## config.mk

```make
export PLATFORM = sky130hd
export DESIGN_NAME = tcc_timer
export DESIGN_NICKNAME = d
export VERILOG_FILES = /design/src/tcc_pkg.sv /design/src/tcc_timer.sv
export SDC_FILE = /design/constraint.sdc
export NUM_CORES = 1
export LEC_CHECK = 0
export BUFFER_PORTS_ARGS = -buffer_cell sky130_fd_sc_hd__buf_2
export CAP_MARGIN = 20
export CORE_MARGIN = 3
export CORE_UTILIZATION = 50
export CTS_BUF_LIST = sky130_fd_sc_hd__clkbuf_8
export CTS_CLUSTER_DIAMETER = 80
export DETAILED_ROUTE_END_ITERATION = 10
export PLACE_DENSITY = 0.75
export SLEW_MARGIN = 30
export SYNTH_ARGS = -nofsm -noshare
export SYNTH_HDL_FRONTEND = slang
export SYNTH_SLANG_ARGS = --single-unit
export TNS_END_PERCENT = 30
```

## constraint.sdc

```tcl
create_clock -name core_clk_i -period 2.8 [get_ports core_clk_i]
set_input_delay 0.42 -clock core_clk_i [delete_from_list [all_inputs] [get_ports core_clk_i]]
set_output_delay 0.42 -clock core_clk_i [all_outputs]
set_load 0.01 [all_outputs]
```

## src/tcc_pkg.sv

```systemverilog
// Package for the 16-bit capture/compare timer channel.
// Assumes a 32-bit register port with byte addresses, one word per register.
package tcc_pkg;

  // ----------------------------------------------------------------
  // Register offsets (byte addresses)
  // ----------------------------------------------------------------
  localparam logic [7:0] ADDR_TIMER_COUNT  = 8'h00;
  localparam logic [7:0] ADDR_CAPCOMP_A    = 8'h04;
  localparam logic [7:0] ADDR_CAPCOMP_B    = 8'h08;
  localparam logic [7:0] ADDR_MODE_CTRL    = 8'h0c;
  localparam logic [7:0] ADDR_CAPCOMP_CTRL = 8'h10;
  localparam logic [7:0] ADDR_OUTPUT_CTRL  = 8'h14;
  localparam logic [7:0] ADDR_EDGE_CTRL    = 8'h18;

  // ----------------------------------------------------------------
  // Reset values and counter constants
  // ----------------------------------------------------------------
  localparam logic [15:0] COUNT_RESET = 16'h0000;
  localparam logic [15:0] COUNT_MAX   = 16'hffff;
  localparam logic [15:0] CC_RESET    = 16'h0000;
  localparam int          SYNC_STAGES = 3;

  // Run mode field encodings
  typedef enum logic [1:0] {
    RUN_STOP      = 2'h0,
    RUN_FREE      = 2'h1,
    RUN_CLR_EDGE  = 2'h2,
    RUN_CLR_MATCH = 2'h3
  } tcc_run_t;

  // Valid edge encodings for the timer inputs
  localparam logic [1:0] EDGE_FALL = 2'h0;
  localparam logic [1:0] EDGE_RISE = 2'h1;
  localparam logic [1:0] EDGE_BOTH = 2'h2;

  // mode_control_reg: [3:2] run mode, [1] toggle on input A edge, [0] overflow
  typedef struct packed {
    tcc_run_t run_mode;
    logic     toggle_on_edge;
    logic     overflow_flag;
  } tcc_mode_t;
  localparam logic [3:0] MODE_RESET = 4'h0;

  // capcomp_control_reg: [2] B capture, [1] A source select, [0] A capture
  typedef struct packed {
    logic b_capture;
    logic capture_a_source_select;
    logic a_capture;
  } tcc_ccctl_t;
  localparam logic [2:0] CCCTL_RESET = 3'h0;

  // output_control_reg: [3] initial level, [2] output enable, [1] one-shot mode
  // Bit 0 is the one-shot trigger; it is write-only and reads as zero.
  typedef struct packed {
    logic init_level;
    logic out_enable;
    logic oneshot_mode;
  } tcc_outctl_t;
  localparam logic [2:0] OUTCTL_RESET = 3'h0;
  localparam int         OSPT_BIT     = 0;

  // edge control: [4] external count clock, [3:2] input B edge, [1:0] input A edge
  typedef struct packed {
    logic       ext_count;
    logic [1:0] edge_b;
    logic [1:0] edge_a;
  } tcc_edge_t;
  localparam logic [4:0] EDGE_RESET = 5'h00;

endpackage

```

## src/tcc_timer.sv

```systemverilog
// Top of one 16-bit up-counting timer/event counter channel.
// Assumes a single-cycle register port master and asynchronous pins.
`timescale 1ns/10ps

module tcc_timer (
  // Clock and reset
  input  wire logic        core_clk_i,
  input  wire logic        reset_n_i,
  // Register port
  input  wire logic [7:0]  reg_addr_i,
  input  wire logic [31:0] reg_wdata_i,
  input  wire logic        reg_wr_i,
  input  wire logic        reg_rd_i,
  output logic      [31:0] reg_rdata_o,
  // Timer pins
  input  wire logic        timer_input_a_i,
  input  wire logic        timer_input_b_i,
  input  wire logic        count_clk_i,
  output logic             timer_output_o,
  // Interrupt request pulses
  output logic             match_a_irq_o,
  output logic             match_b_irq_o
);

  // ----------------------------------------------------------------
  // Reset release
  // ----------------------------------------------------------------
  logic [1:0] rst_sync;
  logic       rst_n;

  // Asynchronous assert, two-stage release
  always_ff @(posedge core_clk_i or negedge reset_n_i) begin
    if (!reset_n_i) begin
      rst_sync <= 2'h0;
    end else begin
      rst_sync <= {rst_sync[0], 1'b1};
    end
  end
  assign rst_n = rst_sync[1];

  // ----------------------------------------------------------------
  // Pin synchronisers and edge detectors
  // ----------------------------------------------------------------
  logic [2:0] pin_raw;
  logic [2:0] pin_level;
  logic [2:0] pin_rise;
  logic [2:0] pin_fall;

  assign pin_raw = {count_clk_i, timer_input_b_i, timer_input_a_i};

  // Three stages; a level is accepted once stages two and three agree
  genvar gi;
  generate
    for (gi = 0; gi < 3; gi++) begin : g_pin
      logic [tcc_pkg::SYNC_STAGES-1:0] sync;
      logic                            level;
      logic                            next_level;
      always_comb begin
        next_level = (sync[1] == sync[2]) ? sync[2] : level;
      end
      always_ff @(posedge core_clk_i or negedge rst_n) begin
        if (!rst_n) begin
          sync  <= 3'h0;
          level <= 1'b0;
        end else begin
          sync  <= {sync[1:0], pin_raw[gi]};
          level <= next_level;
        end
      end
      assign pin_level[gi] = level;
      assign pin_rise[gi]  = next_level & ~level;
      assign pin_fall[gi]  = ~next_level & level;
    end
  endgenerate

  // ----------------------------------------------------------------
  // Register state
  // ----------------------------------------------------------------
  logic [15:0]          count;
  logic [15:0]          next_count;
  logic [15:0]          cc_a;
  logic [15:0]          next_cc_a;
  logic [15:0]          cc_b;
  logic [15:0]          next_cc_b;
  tcc_pkg::tcc_mode_t   mode;
  tcc_pkg::tcc_mode_t   next_mode;
  tcc_pkg::tcc_ccctl_t  ccctl;
  tcc_pkg::tcc_ccctl_t  next_ccctl;
  tcc_pkg::tcc_outctl_t outctl;
  tcc_pkg::tcc_outctl_t next_outctl;
  tcc_pkg::tcc_edge_t   edgectl;
  tcc_pkg::tcc_edge_t   next_edgectl;
  logic                 tout;
  logic                 next_tout;
  logic                 irq_a;
  logic                 next_irq_a;
  logic                 irq_b;
  logic                 next_irq_b;
  logic [31:0]          rdata;
  logic [31:0]          next_rdata;

  // ----------------------------------------------------------------
  // Event decode
  // ----------------------------------------------------------------
  logic running;
  logic tick;
  logic edge_a_valid;
  logic edge_a_opp;
  logic edge_b_valid;
  logic match_a;
  logic match_b;
  logic oneshot_trig;
  logic wr_mode;

  // Valid edge of an input per its two-bit select; reserved code gives none
  function automatic logic valid_edge(input logic [1:0] sel, input logic r, input logic f);
    valid_edge = (sel == tcc_pkg::EDGE_RISE) ? r :
                 (sel == tcc_pkg::EDGE_FALL) ? f :
                 (sel == tcc_pkg::EDGE_BOTH) ? (r | f) : 1'b0;
  endfunction

  // Opposite phase of input A; none when both edges are valid
  function automatic logic opp_edge(input logic [1:0] sel, input logic r, input logic f);
    opp_edge = (sel == tcc_pkg::EDGE_RISE) ? f :
               (sel == tcc_pkg::EDGE_FALL) ? r : 1'b0;
  endfunction

  assign running      = (mode.run_mode != tcc_pkg::RUN_STOP);
  // Internal tick is every core cycle; external tick is a rising count pin
  assign tick         = running & (edgectl.ext_count ? pin_rise[2] : 1'b1);
  assign edge_a_valid = running & valid_edge(edgectl.edge_a, pin_rise[0], pin_fall[0]);
  assign edge_a_opp   = running & opp_edge(edgectl.edge_a, pin_rise[0], pin_fall[0]);
  assign edge_b_valid = running & valid_edge(edgectl.edge_b, pin_rise[1], pin_fall[1]);
  // Match is taken as the counter steps off the compare value, so a
  // compare of zero cannot fire at start, only on the 0-to-1 step
  assign match_a      = tick & ~ccctl.a_capture & (count == cc_a);
  assign match_b      = tick & ~ccctl.b_capture & (count == cc_b);
  assign wr_mode      = reg_wr_i & (reg_addr_i == tcc_pkg::ADDR_MODE_CTRL);
  assign oneshot_trig = reg_wr_i & (reg_addr_i == tcc_pkg::ADDR_OUTPUT_CTRL)
                      & reg_wdata_i[tcc_pkg::OSPT_BIT];

  // ----------------------------------------------------------------
  // Counter and overflow
  // ----------------------------------------------------------------
  logic clear_cnt;

  // Clear sources depend on run mode and one-shot mode
  always_comb begin
    clear_cnt = 1'b0;
    case (mode.run_mode)
      tcc_pkg::RUN_CLR_EDGE:  clear_cnt = edge_a_valid;
      tcc_pkg::RUN_CLR_MATCH: clear_cnt = tick & (count == cc_a);
      default:                clear_cnt = 1'b0;
    endcase
    if (running && outctl.oneshot_mode && (oneshot_trig || edge_a_valid)) begin
      clear_cnt = 1'b1;
    end
  end

  // Next count and control registers
  always_comb begin
    next_count   = count;
    next_mode    = mode;
    next_ccctl   = ccctl;
    next_outctl  = outctl;
    next_edgectl = edgectl;
    if (!running) begin
      next_count = tcc_pkg::COUNT_RESET;
    end else if (clear_cnt) begin
      next_count = tcc_pkg::COUNT_RESET;
    end else if (tick) begin
      next_count = count + 16'h0001;
    end
    if (wr_mode) begin
      next_mode.run_mode       = tcc_pkg::tcc_run_t'(reg_wdata_i[3:2]);
      next_mode.toggle_on_edge = reg_wdata_i[1];
      next_mode.overflow_flag  = reg_wdata_i[0];
    end
    if (wr_mode && (reg_wdata_i[3:2] == tcc_pkg::RUN_STOP)) begin
      next_count              = tcc_pkg::COUNT_RESET;
      next_mode.overflow_flag = 1'b0;
    end
    // Any step off FFFF (count or clear) sets the flag; beats a software clear
    if ((tick || clear_cnt) && (count == tcc_pkg::COUNT_MAX)) begin
      next_mode.overflow_flag = 1'b1;
    end
    if (reg_wr_i && (reg_addr_i == tcc_pkg::ADDR_CAPCOMP_CTRL)) begin
      next_ccctl = tcc_pkg::tcc_ccctl_t'(reg_wdata_i[2:0]);
    end
    if (reg_wr_i && (reg_addr_i == tcc_pkg::ADDR_OUTPUT_CTRL)) begin
      next_outctl = tcc_pkg::tcc_outctl_t'(reg_wdata_i[3:1]);
    end
    if (reg_wr_i && (reg_addr_i == tcc_pkg::ADDR_EDGE_CTRL)) begin
      next_edgectl = tcc_pkg::tcc_edge_t'(reg_wdata_i[4:0]);
    end
  end

  // ----------------------------------------------------------------
  // Capture/compare registers and interrupts
  // ----------------------------------------------------------------
  // Hardware capture wins over a software write in the same cycle;
  // a capture racing a stop write takes whatever count is live
  always_comb begin
    next_cc_a  = cc_a;
    next_cc_b  = cc_b;
    next_irq_a = match_a;
    next_irq_b = match_b;
    if (reg_wr_i && (reg_addr_i == tcc_pkg::ADDR_CAPCOMP_A)) begin
      next_cc_a = reg_wdata_i[15:0];
    end
    if (reg_wr_i && (reg_addr_i == tcc_pkg::ADDR_CAPCOMP_B)) begin
      next_cc_b = reg_wdata_i[15:0];
    end
    if (ccctl.a_capture) begin
      if (ccctl.capture_a_source_select) begin
        if (edge_a_opp) begin
          next_cc_a = count;
        end
        next_irq_a = edge_b_valid;
      end else begin
        if (edge_b_valid) begin
          next_cc_a = count;
        end
        next_irq_a = edge_b_valid;
      end
    end
    // Source select for A plays no part here
    if (ccctl.b_capture) begin
      if (edge_a_valid) begin
        next_cc_b = count;
      end
      next_irq_b = edge_a_valid;
    end
  end

  // ----------------------------------------------------------------
  // Timer output
  // ----------------------------------------------------------------
  // Toggles on compare matches, and on input A edges if enabled
  always_comb begin
    next_tout = tout;
    if (!outctl.out_enable || !running) begin
      next_tout = outctl.init_level;
    end else if (match_a || match_b || (mode.toggle_on_edge && edge_a_valid)) begin
      next_tout = ~tout;
    end
  end

  // ----------------------------------------------------------------
  // Read data
  // ----------------------------------------------------------------
  // Unmapped addresses read zero; data stands only in the next cycle
  always_comb begin
    next_rdata = 32'h0000_0000;
    if (reg_rd_i) begin
      case (reg_addr_i)
        tcc_pkg::ADDR_TIMER_COUNT:  next_rdata = {16'h0000, running ? count : 16'h0000};
        tcc_pkg::ADDR_CAPCOMP_A:    next_rdata = {16'h0000, cc_a};
        tcc_pkg::ADDR_CAPCOMP_B:    next_rdata = {16'h0000, cc_b};
        tcc_pkg::ADDR_MODE_CTRL:    next_rdata = {28'h0000000, mode};
        tcc_pkg::ADDR_CAPCOMP_CTRL: next_rdata = {29'h00000000, ccctl};
        tcc_pkg::ADDR_OUTPUT_CTRL:  next_rdata = {28'h0000000, outctl, 1'b0};
        tcc_pkg::ADDR_EDGE_CTRL:    next_rdata = {27'h0000000, edgectl};
        default:                    next_rdata = 32'h0000_0000;
      endcase
    end
  end

  // ----------------------------------------------------------------
  // State registers
  // ----------------------------------------------------------------
  always_ff @(posedge core_clk_i or negedge rst_n) begin
    if (!rst_n) begin
      count   <= tcc_pkg::COUNT_RESET;
      cc_a    <= tcc_pkg::CC_RESET;
      cc_b    <= tcc_pkg::CC_RESET;
      mode    <= tcc_pkg::tcc_mode_t'(tcc_pkg::MODE_RESET);
      ccctl   <= tcc_pkg::tcc_ccctl_t'(tcc_pkg::CCCTL_RESET);
      outctl  <= tcc_pkg::tcc_outctl_t'(tcc_pkg::OUTCTL_RESET);
      edgectl <= tcc_pkg::tcc_edge_t'(tcc_pkg::EDGE_RESET);
      tout    <= 1'b0;
      irq_a   <= 1'b0;
      irq_b   <= 1'b0;
      rdata   <= 32'h0000_0000;
    end else begin
      count   <= next_count;
      cc_a    <= next_cc_a;
      cc_b    <= next_cc_b;
      mode    <= next_mode;
      ccctl   <= next_ccctl;
      outctl  <= next_outctl;
      edgectl <= next_edgectl;
      tout    <= next_tout;
      irq_a   <= next_irq_a;
      irq_b   <= next_irq_b;
      rdata   <= next_rdata;
    end
  end

  assign reg_rdata_o    = rdata;
  assign timer_output_o = tout;
  assign match_a_irq_o  = irq_a;
  assign match_b_irq_o  = irq_b;

endmodule

```

=== Yosys cells after proc, flatten, opt, wreduce, memory -nomap -nowiden ===
Index checks and enable logic that the tools add are counted.

* Multipliers: 0
* Muxes and demuxes: 36
* Add/sub/neg operators: 1
* Shift-type cells: 0
* Divide/modulo/power cells: 0
* Reductions and logical operators: 24
* $lt $le $gt $ge: 0
* Bitwise operators: 27
* Equal/unequal tests: 19

{| class="wikitable"
|+ Operators by type and width
! kind !! number
|-
| 16-bit two-way mux || 14
|-
| 16-bit case mux with 7 select lines || 1
|-
| 16-bit equality test || 2
|-
| 8-bit by 5-bit equality test with 1-bit output (second input constant) || 3
|-
| 1-bit two-way mux || 20
|-
| 1-bit AND || 17
|-
| 16-bit by 1-bit adder with 16-bit output (second input constant) || 1
|-
| 16-bit equality test (second input constant) || 1
|-
| 8-bit by 4-bit equality test with 1-bit output (second input constant) || 2
|-
| 1-bit logical AND || 10
|-
| 2-bit equality test (second input constant) || 4
|-
| 8-bit by 3-bit equality test with 1-bit output (second input constant) || 1
|-
| 8-bit zero test || 1
|-
| 1-bit inverter || 8
|-
| 2-bit zero test || 3
|-
| 1-bit logical OR || 5
|-
| 2-bit by 1-bit equality test with 1-bit output (second input constant) || 2
|-
| 4-bit by 1-bit inequality test with 1-bit output (second input constant) || 1
|-
| 2-bit nonzero test || 2
|-
| 1-bit equality test || 3
|-
| 3-bit nonzero test || 1
|-
| 1-bit zero test || 2
|-
| 1-bit bitwise OR || 2
|-
| 1-bit case mux with 2 select lines || 1
|}

* Output and inout bits: 35
* Memories: 0
* Bits in latches: 0
* Memory bits (writable): 0
* Bits of input ports: 47
* ROM bits: 0
* Logic and storage cells: 133
* Bits in registers: 112

=== Longest topological paths before layout ===
* Depth in word-level cells: 15
* Mapped depth: 11
* Depth with buffers taken out: 10

=== Worst setup path after synthesis ===
OpenSTA, ideal clock, no wires.

* Kind: input -> register
* Start: input port reg_addr_i[7]
* End: register cc_b[5]
* Path slack: 0.591 ns
* Library setup time: 0.137 ns
* Data arrival time: 2.072 ns
* Stages on the path: 7
* Path buffers: 1
* Required time: 2.663 ns
* Path through: or4_4 > or4_4 > nor2_8 > nand2_4 > buf_6 > mux2i_1 > a21oi_1

* Word-level cells in the longest chain between the ends: 5

{| class="wikitable"
|+ RTL lines
! what !! line !! text
|-
| from (decl) || tcc_timer.sv:10 || <nowiki>input wire logic [7:0] reg_addr_i,</nowiki>
|-
| 8-bit by 4-bit equality test with 1-bit output * || tcc_timer.sv:211 || <nowiki>if (reg_wr_i && (reg_addr_i == tcc_pkg::ADDR_CAPCOMP_B)) begin</nowiki>
|-
| 1-bit logical AND * || tcc_timer.sv:211 ||
|-
| 16-bit two-way mux * || tcc_timer.sv:211 ||
|-
| 16-bit two-way mux || tcc_timer.sv:229 || <nowiki>if (edge_a_valid) begin</nowiki>
|-
| 16-bit two-way mux * || tcc_timer.sv:228 || <nowiki>if (ccctl.b_capture) begin</nowiki>
|-
| net next_cc_b[5] || tcc_timer.sv:84 || <nowiki>logic [15:0] next_cc_b;</nowiki>
|-
| to (signal assigned) || tcc_timer.sv:276 || <nowiki>cc_b <= tcc_pkg::CC_RESET;</nowiki>
|-
| to (signal assigned) || tcc_timer.sv:288 || <nowiki>cc_b <= next_cc_b;</nowiki>
|-
| to (decl) || tcc_timer.sv:83 || <nowiki>logic [15:0] cc_b;</nowiki>
|}

The timed path passes the listed nets; every way through them passes the cells marked *.
A chain may end at the register's enable or synchronous reset.

=== Final worst setup path ===
* Start: register g_pin[0].level
* End: register count[1]

* Word-level cells in the longest chain between the ends: 14
* Elaborated cells on any way between the ends: 18
* Those cells by class: 1 x eq/ne; 9 x mux; 6 x bitwise; 2 x reduce/logical

{| class="wikitable"
|+ RTL lines
! what !! line !! text
|-
| from (decl) || tcc_timer.sv:56 || <nowiki>logic level;</nowiki>
|-
| from (signal assigned) || tcc_timer.sv:67 || <nowiki>level <= next_level;</nowiki>
|-
| 1-bit two-way mux || tcc_timer.sv:59 || <nowiki>next_level = (sync[1] == sync[2]) ? sync[2] : level;</nowiki>
|-
| 1-bit inverter || tcc_timer.sv:72 || <nowiki>assign pin_fall[gi] = ~next_level & level;</nowiki>
|-
| 1-bit AND || tcc_timer.sv:72 ||
|-
| 1-bit bitwise OR || tcc_timer.sv:119 || <nowiki>(sel == tcc_pkg::EDGE_BOTH) ? (r | f) : 1'b0;</nowiki>
|-
| 1-bit two-way mux || tcc_timer.sv:119 ||
|-
| 1-bit two-way mux || tcc_timer.sv:118 || <nowiki>(sel == tcc_pkg::EDGE_FALL) ? f :</nowiki>
|-
| 1-bit two-way mux * || tcc_timer.sv:117 || <nowiki>valid_edge = (sel == tcc_pkg::EDGE_RISE) ? r :</nowiki>
|-
| 1-bit AND * || tcc_timer.sv:131 || <nowiki>assign edge_a_valid = running & valid_edge(edgectl.edge_a, pin_rise[0], pin_fall[0]);</nowiki>
|-
| parallel branches: the longest is 2 deep, another holds 1-bit case mux with 2 select lines || - ||
|-
| 1-bit two-way mux * || tcc_timer.sv:155 || <nowiki>if (running && outctl.oneshot_mode && (oneshot_trig || edge_a_valid)) begin</nowiki>
|-
| 16-bit two-way mux || tcc_timer.sv:169 || <nowiki>end else if (clear_cnt) begin</nowiki>
|-
| 16-bit two-way mux || tcc_timer.sv:167 || <nowiki>if (!running) begin</nowiki>
|-
| 16-bit two-way mux || tcc_timer.sv:179 || <nowiki>if (wr_mode && (reg_wdata_i[3:2] == tcc_pkg::RUN_STOP)) begin</nowiki>
|-
| to (signal assigned) || tcc_timer.sv:274 || <nowiki>count <= tcc_pkg::COUNT_RESET;</nowiki>
|-
| to (signal assigned) || tcc_timer.sv:286 || <nowiki>count <= next_count;</nowiki>
|-
| to (decl) || tcc_timer.sv:79 || <nowiki>logic [15:0] count;</nowiki>
|}

Every way passes the cells marked *.

==> flow_summary.yaml <==
die:
  initial_core_util_pct: 53.0
  dieHeight_um: 106
  die_area_um2: 11300
  chipWidth_um: 106
  core_area_um2: 9500
  ios: 82
  std_cell_rows: 35
critical_path:
  critPathMaxStageDelay_ns: 0.43
  slowest_stage: "dfrtp_1"
  crit_path_end_kind: "flip-flop"
  worstPathArrival_ns: 2.62
  r2r-start: "g_pin[0].level"
  path_class: "reg2reg"
  cp.required_ns: 3.10
  crit_end: "count[1]"
  cp_max_fo: 16
  rr_worst_depth: 9
  crit_chain: "maj3_1 -> ha_1 -> nor2b_1 -> o21bai_1 -> a21oi_1 -> o21ai_1 -> o211ai_2 -> buf_4 -> nor2_1"
  reg2reg_slack_ns: 0.48
  start_kind: "flip-flop"
  crit_start: "g_pin[0].level"
  r2r_end: "count[1]"
run_status:
  status: "completed"
finish:
  register_area_um2: 2410
  drive_gt1_share_pct: 20.7
  antenna_cells: 0
  syn_to_final_growth_pct: 12.6
  fin_area_um2: 5670
  nFillCells: 817
  fin_nets: 587
  multiInputGateArea_um2: 2390
grt:
  grtUsageMet1_pct: 28.9
  antenna_found_initial: 0
  grt_pass1_vias: 3658
  grt-ovfl-total: 0
  met3_usage_pct: 4.43
  top_usage_layer: "met2"
  grt_use_met2_pct: 34.2
  grt_pass1_wl_um: 18900
  grt_max_degree: 48
  track_usage_pct: 21.3
power:
  power_frac_comb_pct: 9.0
  seqPwrFrac_pct: 52.9
  powerDensity_nw_per_um2: 508
  p_clk_share_pct: 38.0
  ir_drop_mv: 0.214
  power.total_mw: 2.88
  p_int_mw: 2.16
  p_sw_mw: 0.713
  p_sw_share_pct: 24.8
  leakage_nw: 2.70
synth:
  synth_top_area_share_pct: 47.7
  syn_inst: 490
  synth_top_cell_by_area: "dfrtp_1"
  synth_ff_type: "dfrtp_1"
  yosysUniqueCellTypes: 56
  synth_seq_cells: 96
  synthesis.area_um2: 5030
  avgSynthCellArea_um2: 10.3
  seq_area_frac_synth_pct: 47.7
  yosysWarnings: 0
  yosys-top-cells-area: "dfrtp_1 48%, mux2i_1 7.2%, nor2_1 5.1%"
  synthArstFlopShare_pct: 100
  synth_edf_count: 0
worst_hold_path:
  hold_depth: 1
  hp-class: "in2reg"
drt:
  wirelength_um: 11700
  wl_per_cell_um: 17.5
  ant_nets: 0
  viasPerCell: 5.71
  vias: 3823
  drt_iter0_markers: 316
  first_pass_iters: 6
  drc: 0
timing:
  period_minus_slack_ns: 2.32
  post-route-period-util_pct: 82.9
  setup_viol_count_final: 0
  whs_ns: 0.153
  fin_setup_tns_ns: 0
  hold_viol: 0
  drv_slew: 0
  max_slew_margin_pct: 60.0
  skew_ns: 0.0107
  tightestPinTransition_ns: 0.598
  rsz0062_at_grt: "false"
  max_freq_mhz: 431
cts:
  path_clk_slew_ns: 0.10
  cts_post_setup_buffers_inserted: 0
  ctsLongestPathBuffers: 2
  cts_tree: "built"
  h-tree-depth: 3
  cts.sinks: 96
  cts_root_buf: "clkbuf_8"
  clkLatencyLatePin_ns: 0.36
  numCtsBuffers: 9
run:
  maxCapViolations: 0
place:
  io_buffers: 49
  hpwl_um: 8350
  dpl_cell_area_um2: 5410
  place_congestion: 0.915
## cells by family after synthesis
logic type | count (synthesis) | share of synthesized area (%)
other cells | 2 | 0.149
compound gates | 81 | 10.5
flops | 96 | 47.7
simple gates | 149 | 15.4
buf+inv | 57 | 5.94
fa+ha+maj | 7 | 1.59
mux | 51 | 10.5
xor+xnor | 47 | 8.18
## per-layer routing
metal  share of wire, %  vias to the layer above
met2                 48                      192
met1                 43                     1837
met5                  0                        -
li1                   -                     1775
met4                1.4                        0
met3                7.8                       19
## critical path, delay by kind of cell, from the launching register on
family	cells	cell delay (ns)
AOI/OAI and AO/OA	4	0.81
DFF	1	0.43
buffers and inverters	1	0.21
adders and majority gates	2	0.65
and+or+nand+nor	2	0.17
## synthesized netlist by cell type (3+ instances only)
master / count
nand3b_1: 4
mux2_2: 15
nor2_1: 69
a31oi_1: 3
mux2i_1: 36
maj3_1: 3
a22oi_1: 4
ha_1: 4
xnor2_1: 26
nand3_1: 7
dfrtp_1: 96
xor2_1: 21
nand2_1: 25
nor4_1: 3
o21ai_0: 7
inv_1: 8
a222oi_1: 13
nand4b_1: 3
buf_4: 18
clkbuf_1: 25
and3_1: 5
a21oi_1: 40
nand4_1: 10
## flip-flops by register name (all words and copies together) (netlist names), 3 cells and up
| name | flops |
|---|---|
| mode | 4 |
| cc_b | 16 |
| outctl | 3 |
| reg_rdata_o | 16 |
| count | 16 |
| ccctl | 3 |
| cc_a | 16 |
| edgectl | 5 |
| g_pin.level | 3 |
| g_pin.sync | 9 |
## power groups by stage
stage	clock network, mW	registers, mW	logic (mW)
after floorplan	0	1.54	0.182
after global placement	0	1.56	0.232
after detailed placement	0	1.55	0.258
after CTS	1.10	1.52	0.259
after global routing	1.17	1.53	0.286
final	1.09	1.52	0.260
## per-stage QoR
stage	worst slack (ns)	instances	util, %
floorplan	0.591	505	-
global placement	0.294	652	56.7
detailed placement	0.257	653	57.0
CTS	0.528	670	59.6
global route	0.370	670	59.6
finish	0.478	670	59.6
## worst min path at each step
stage,startpoint,endpoint
after floorplan,reset_n_i,rst_sync[0]
after CTS,timer_input_b_i,g_pin[1].sync[0]
after detailed placement,reset_n_i,rst_sync[0]
after global placement,reset_n_i,rst_sync[0]
final,timer_input_b_i,g_pin[1].sync[0]
after global routing,timer_input_b_i,g_pin[1].sync[0]
## layout make-up
cell class,instances,share of cell area [%]
Sequential cell,96,42.5
Multi-Input combinational cell,352,42.3
Timing Repair Buffer,69,7.60
Tap cell,129,2.85
Clock buffer,9,2.19
Clock inverter,7,2.10
Inverter,8,0.530
## timing repair
action                    in CTS  in global routing
hold buffers                   1                  0
hold endpoints to repair       2                  0
resized for setup              0                  0
## cells in the final DEF (no fill, tap or decap), types with 3 or more instances in the layout
master and instances:
mux2i_1 36, nand3_1 7, nand3b_1 4, a22oi_1 4, xor2_1 21, buf_2 49, nand2_1 25, maj3_1 3
clkbuf_8 9, o21ai_0 7, bufinv_16 3, mux2_2 15, ha_1 4, nand4b_1 3, dfrtp_1 95, conb_1 17
nor2_1 69, buf_4 17, a31oi_1 3, nand4_1 10, a222oi_1 13, a21oi_1 40, xnor2_1 26, nor4_1 3
inv_1 9, and3_1 5
No activity file was read; power rests on OpenSTA's default activity.
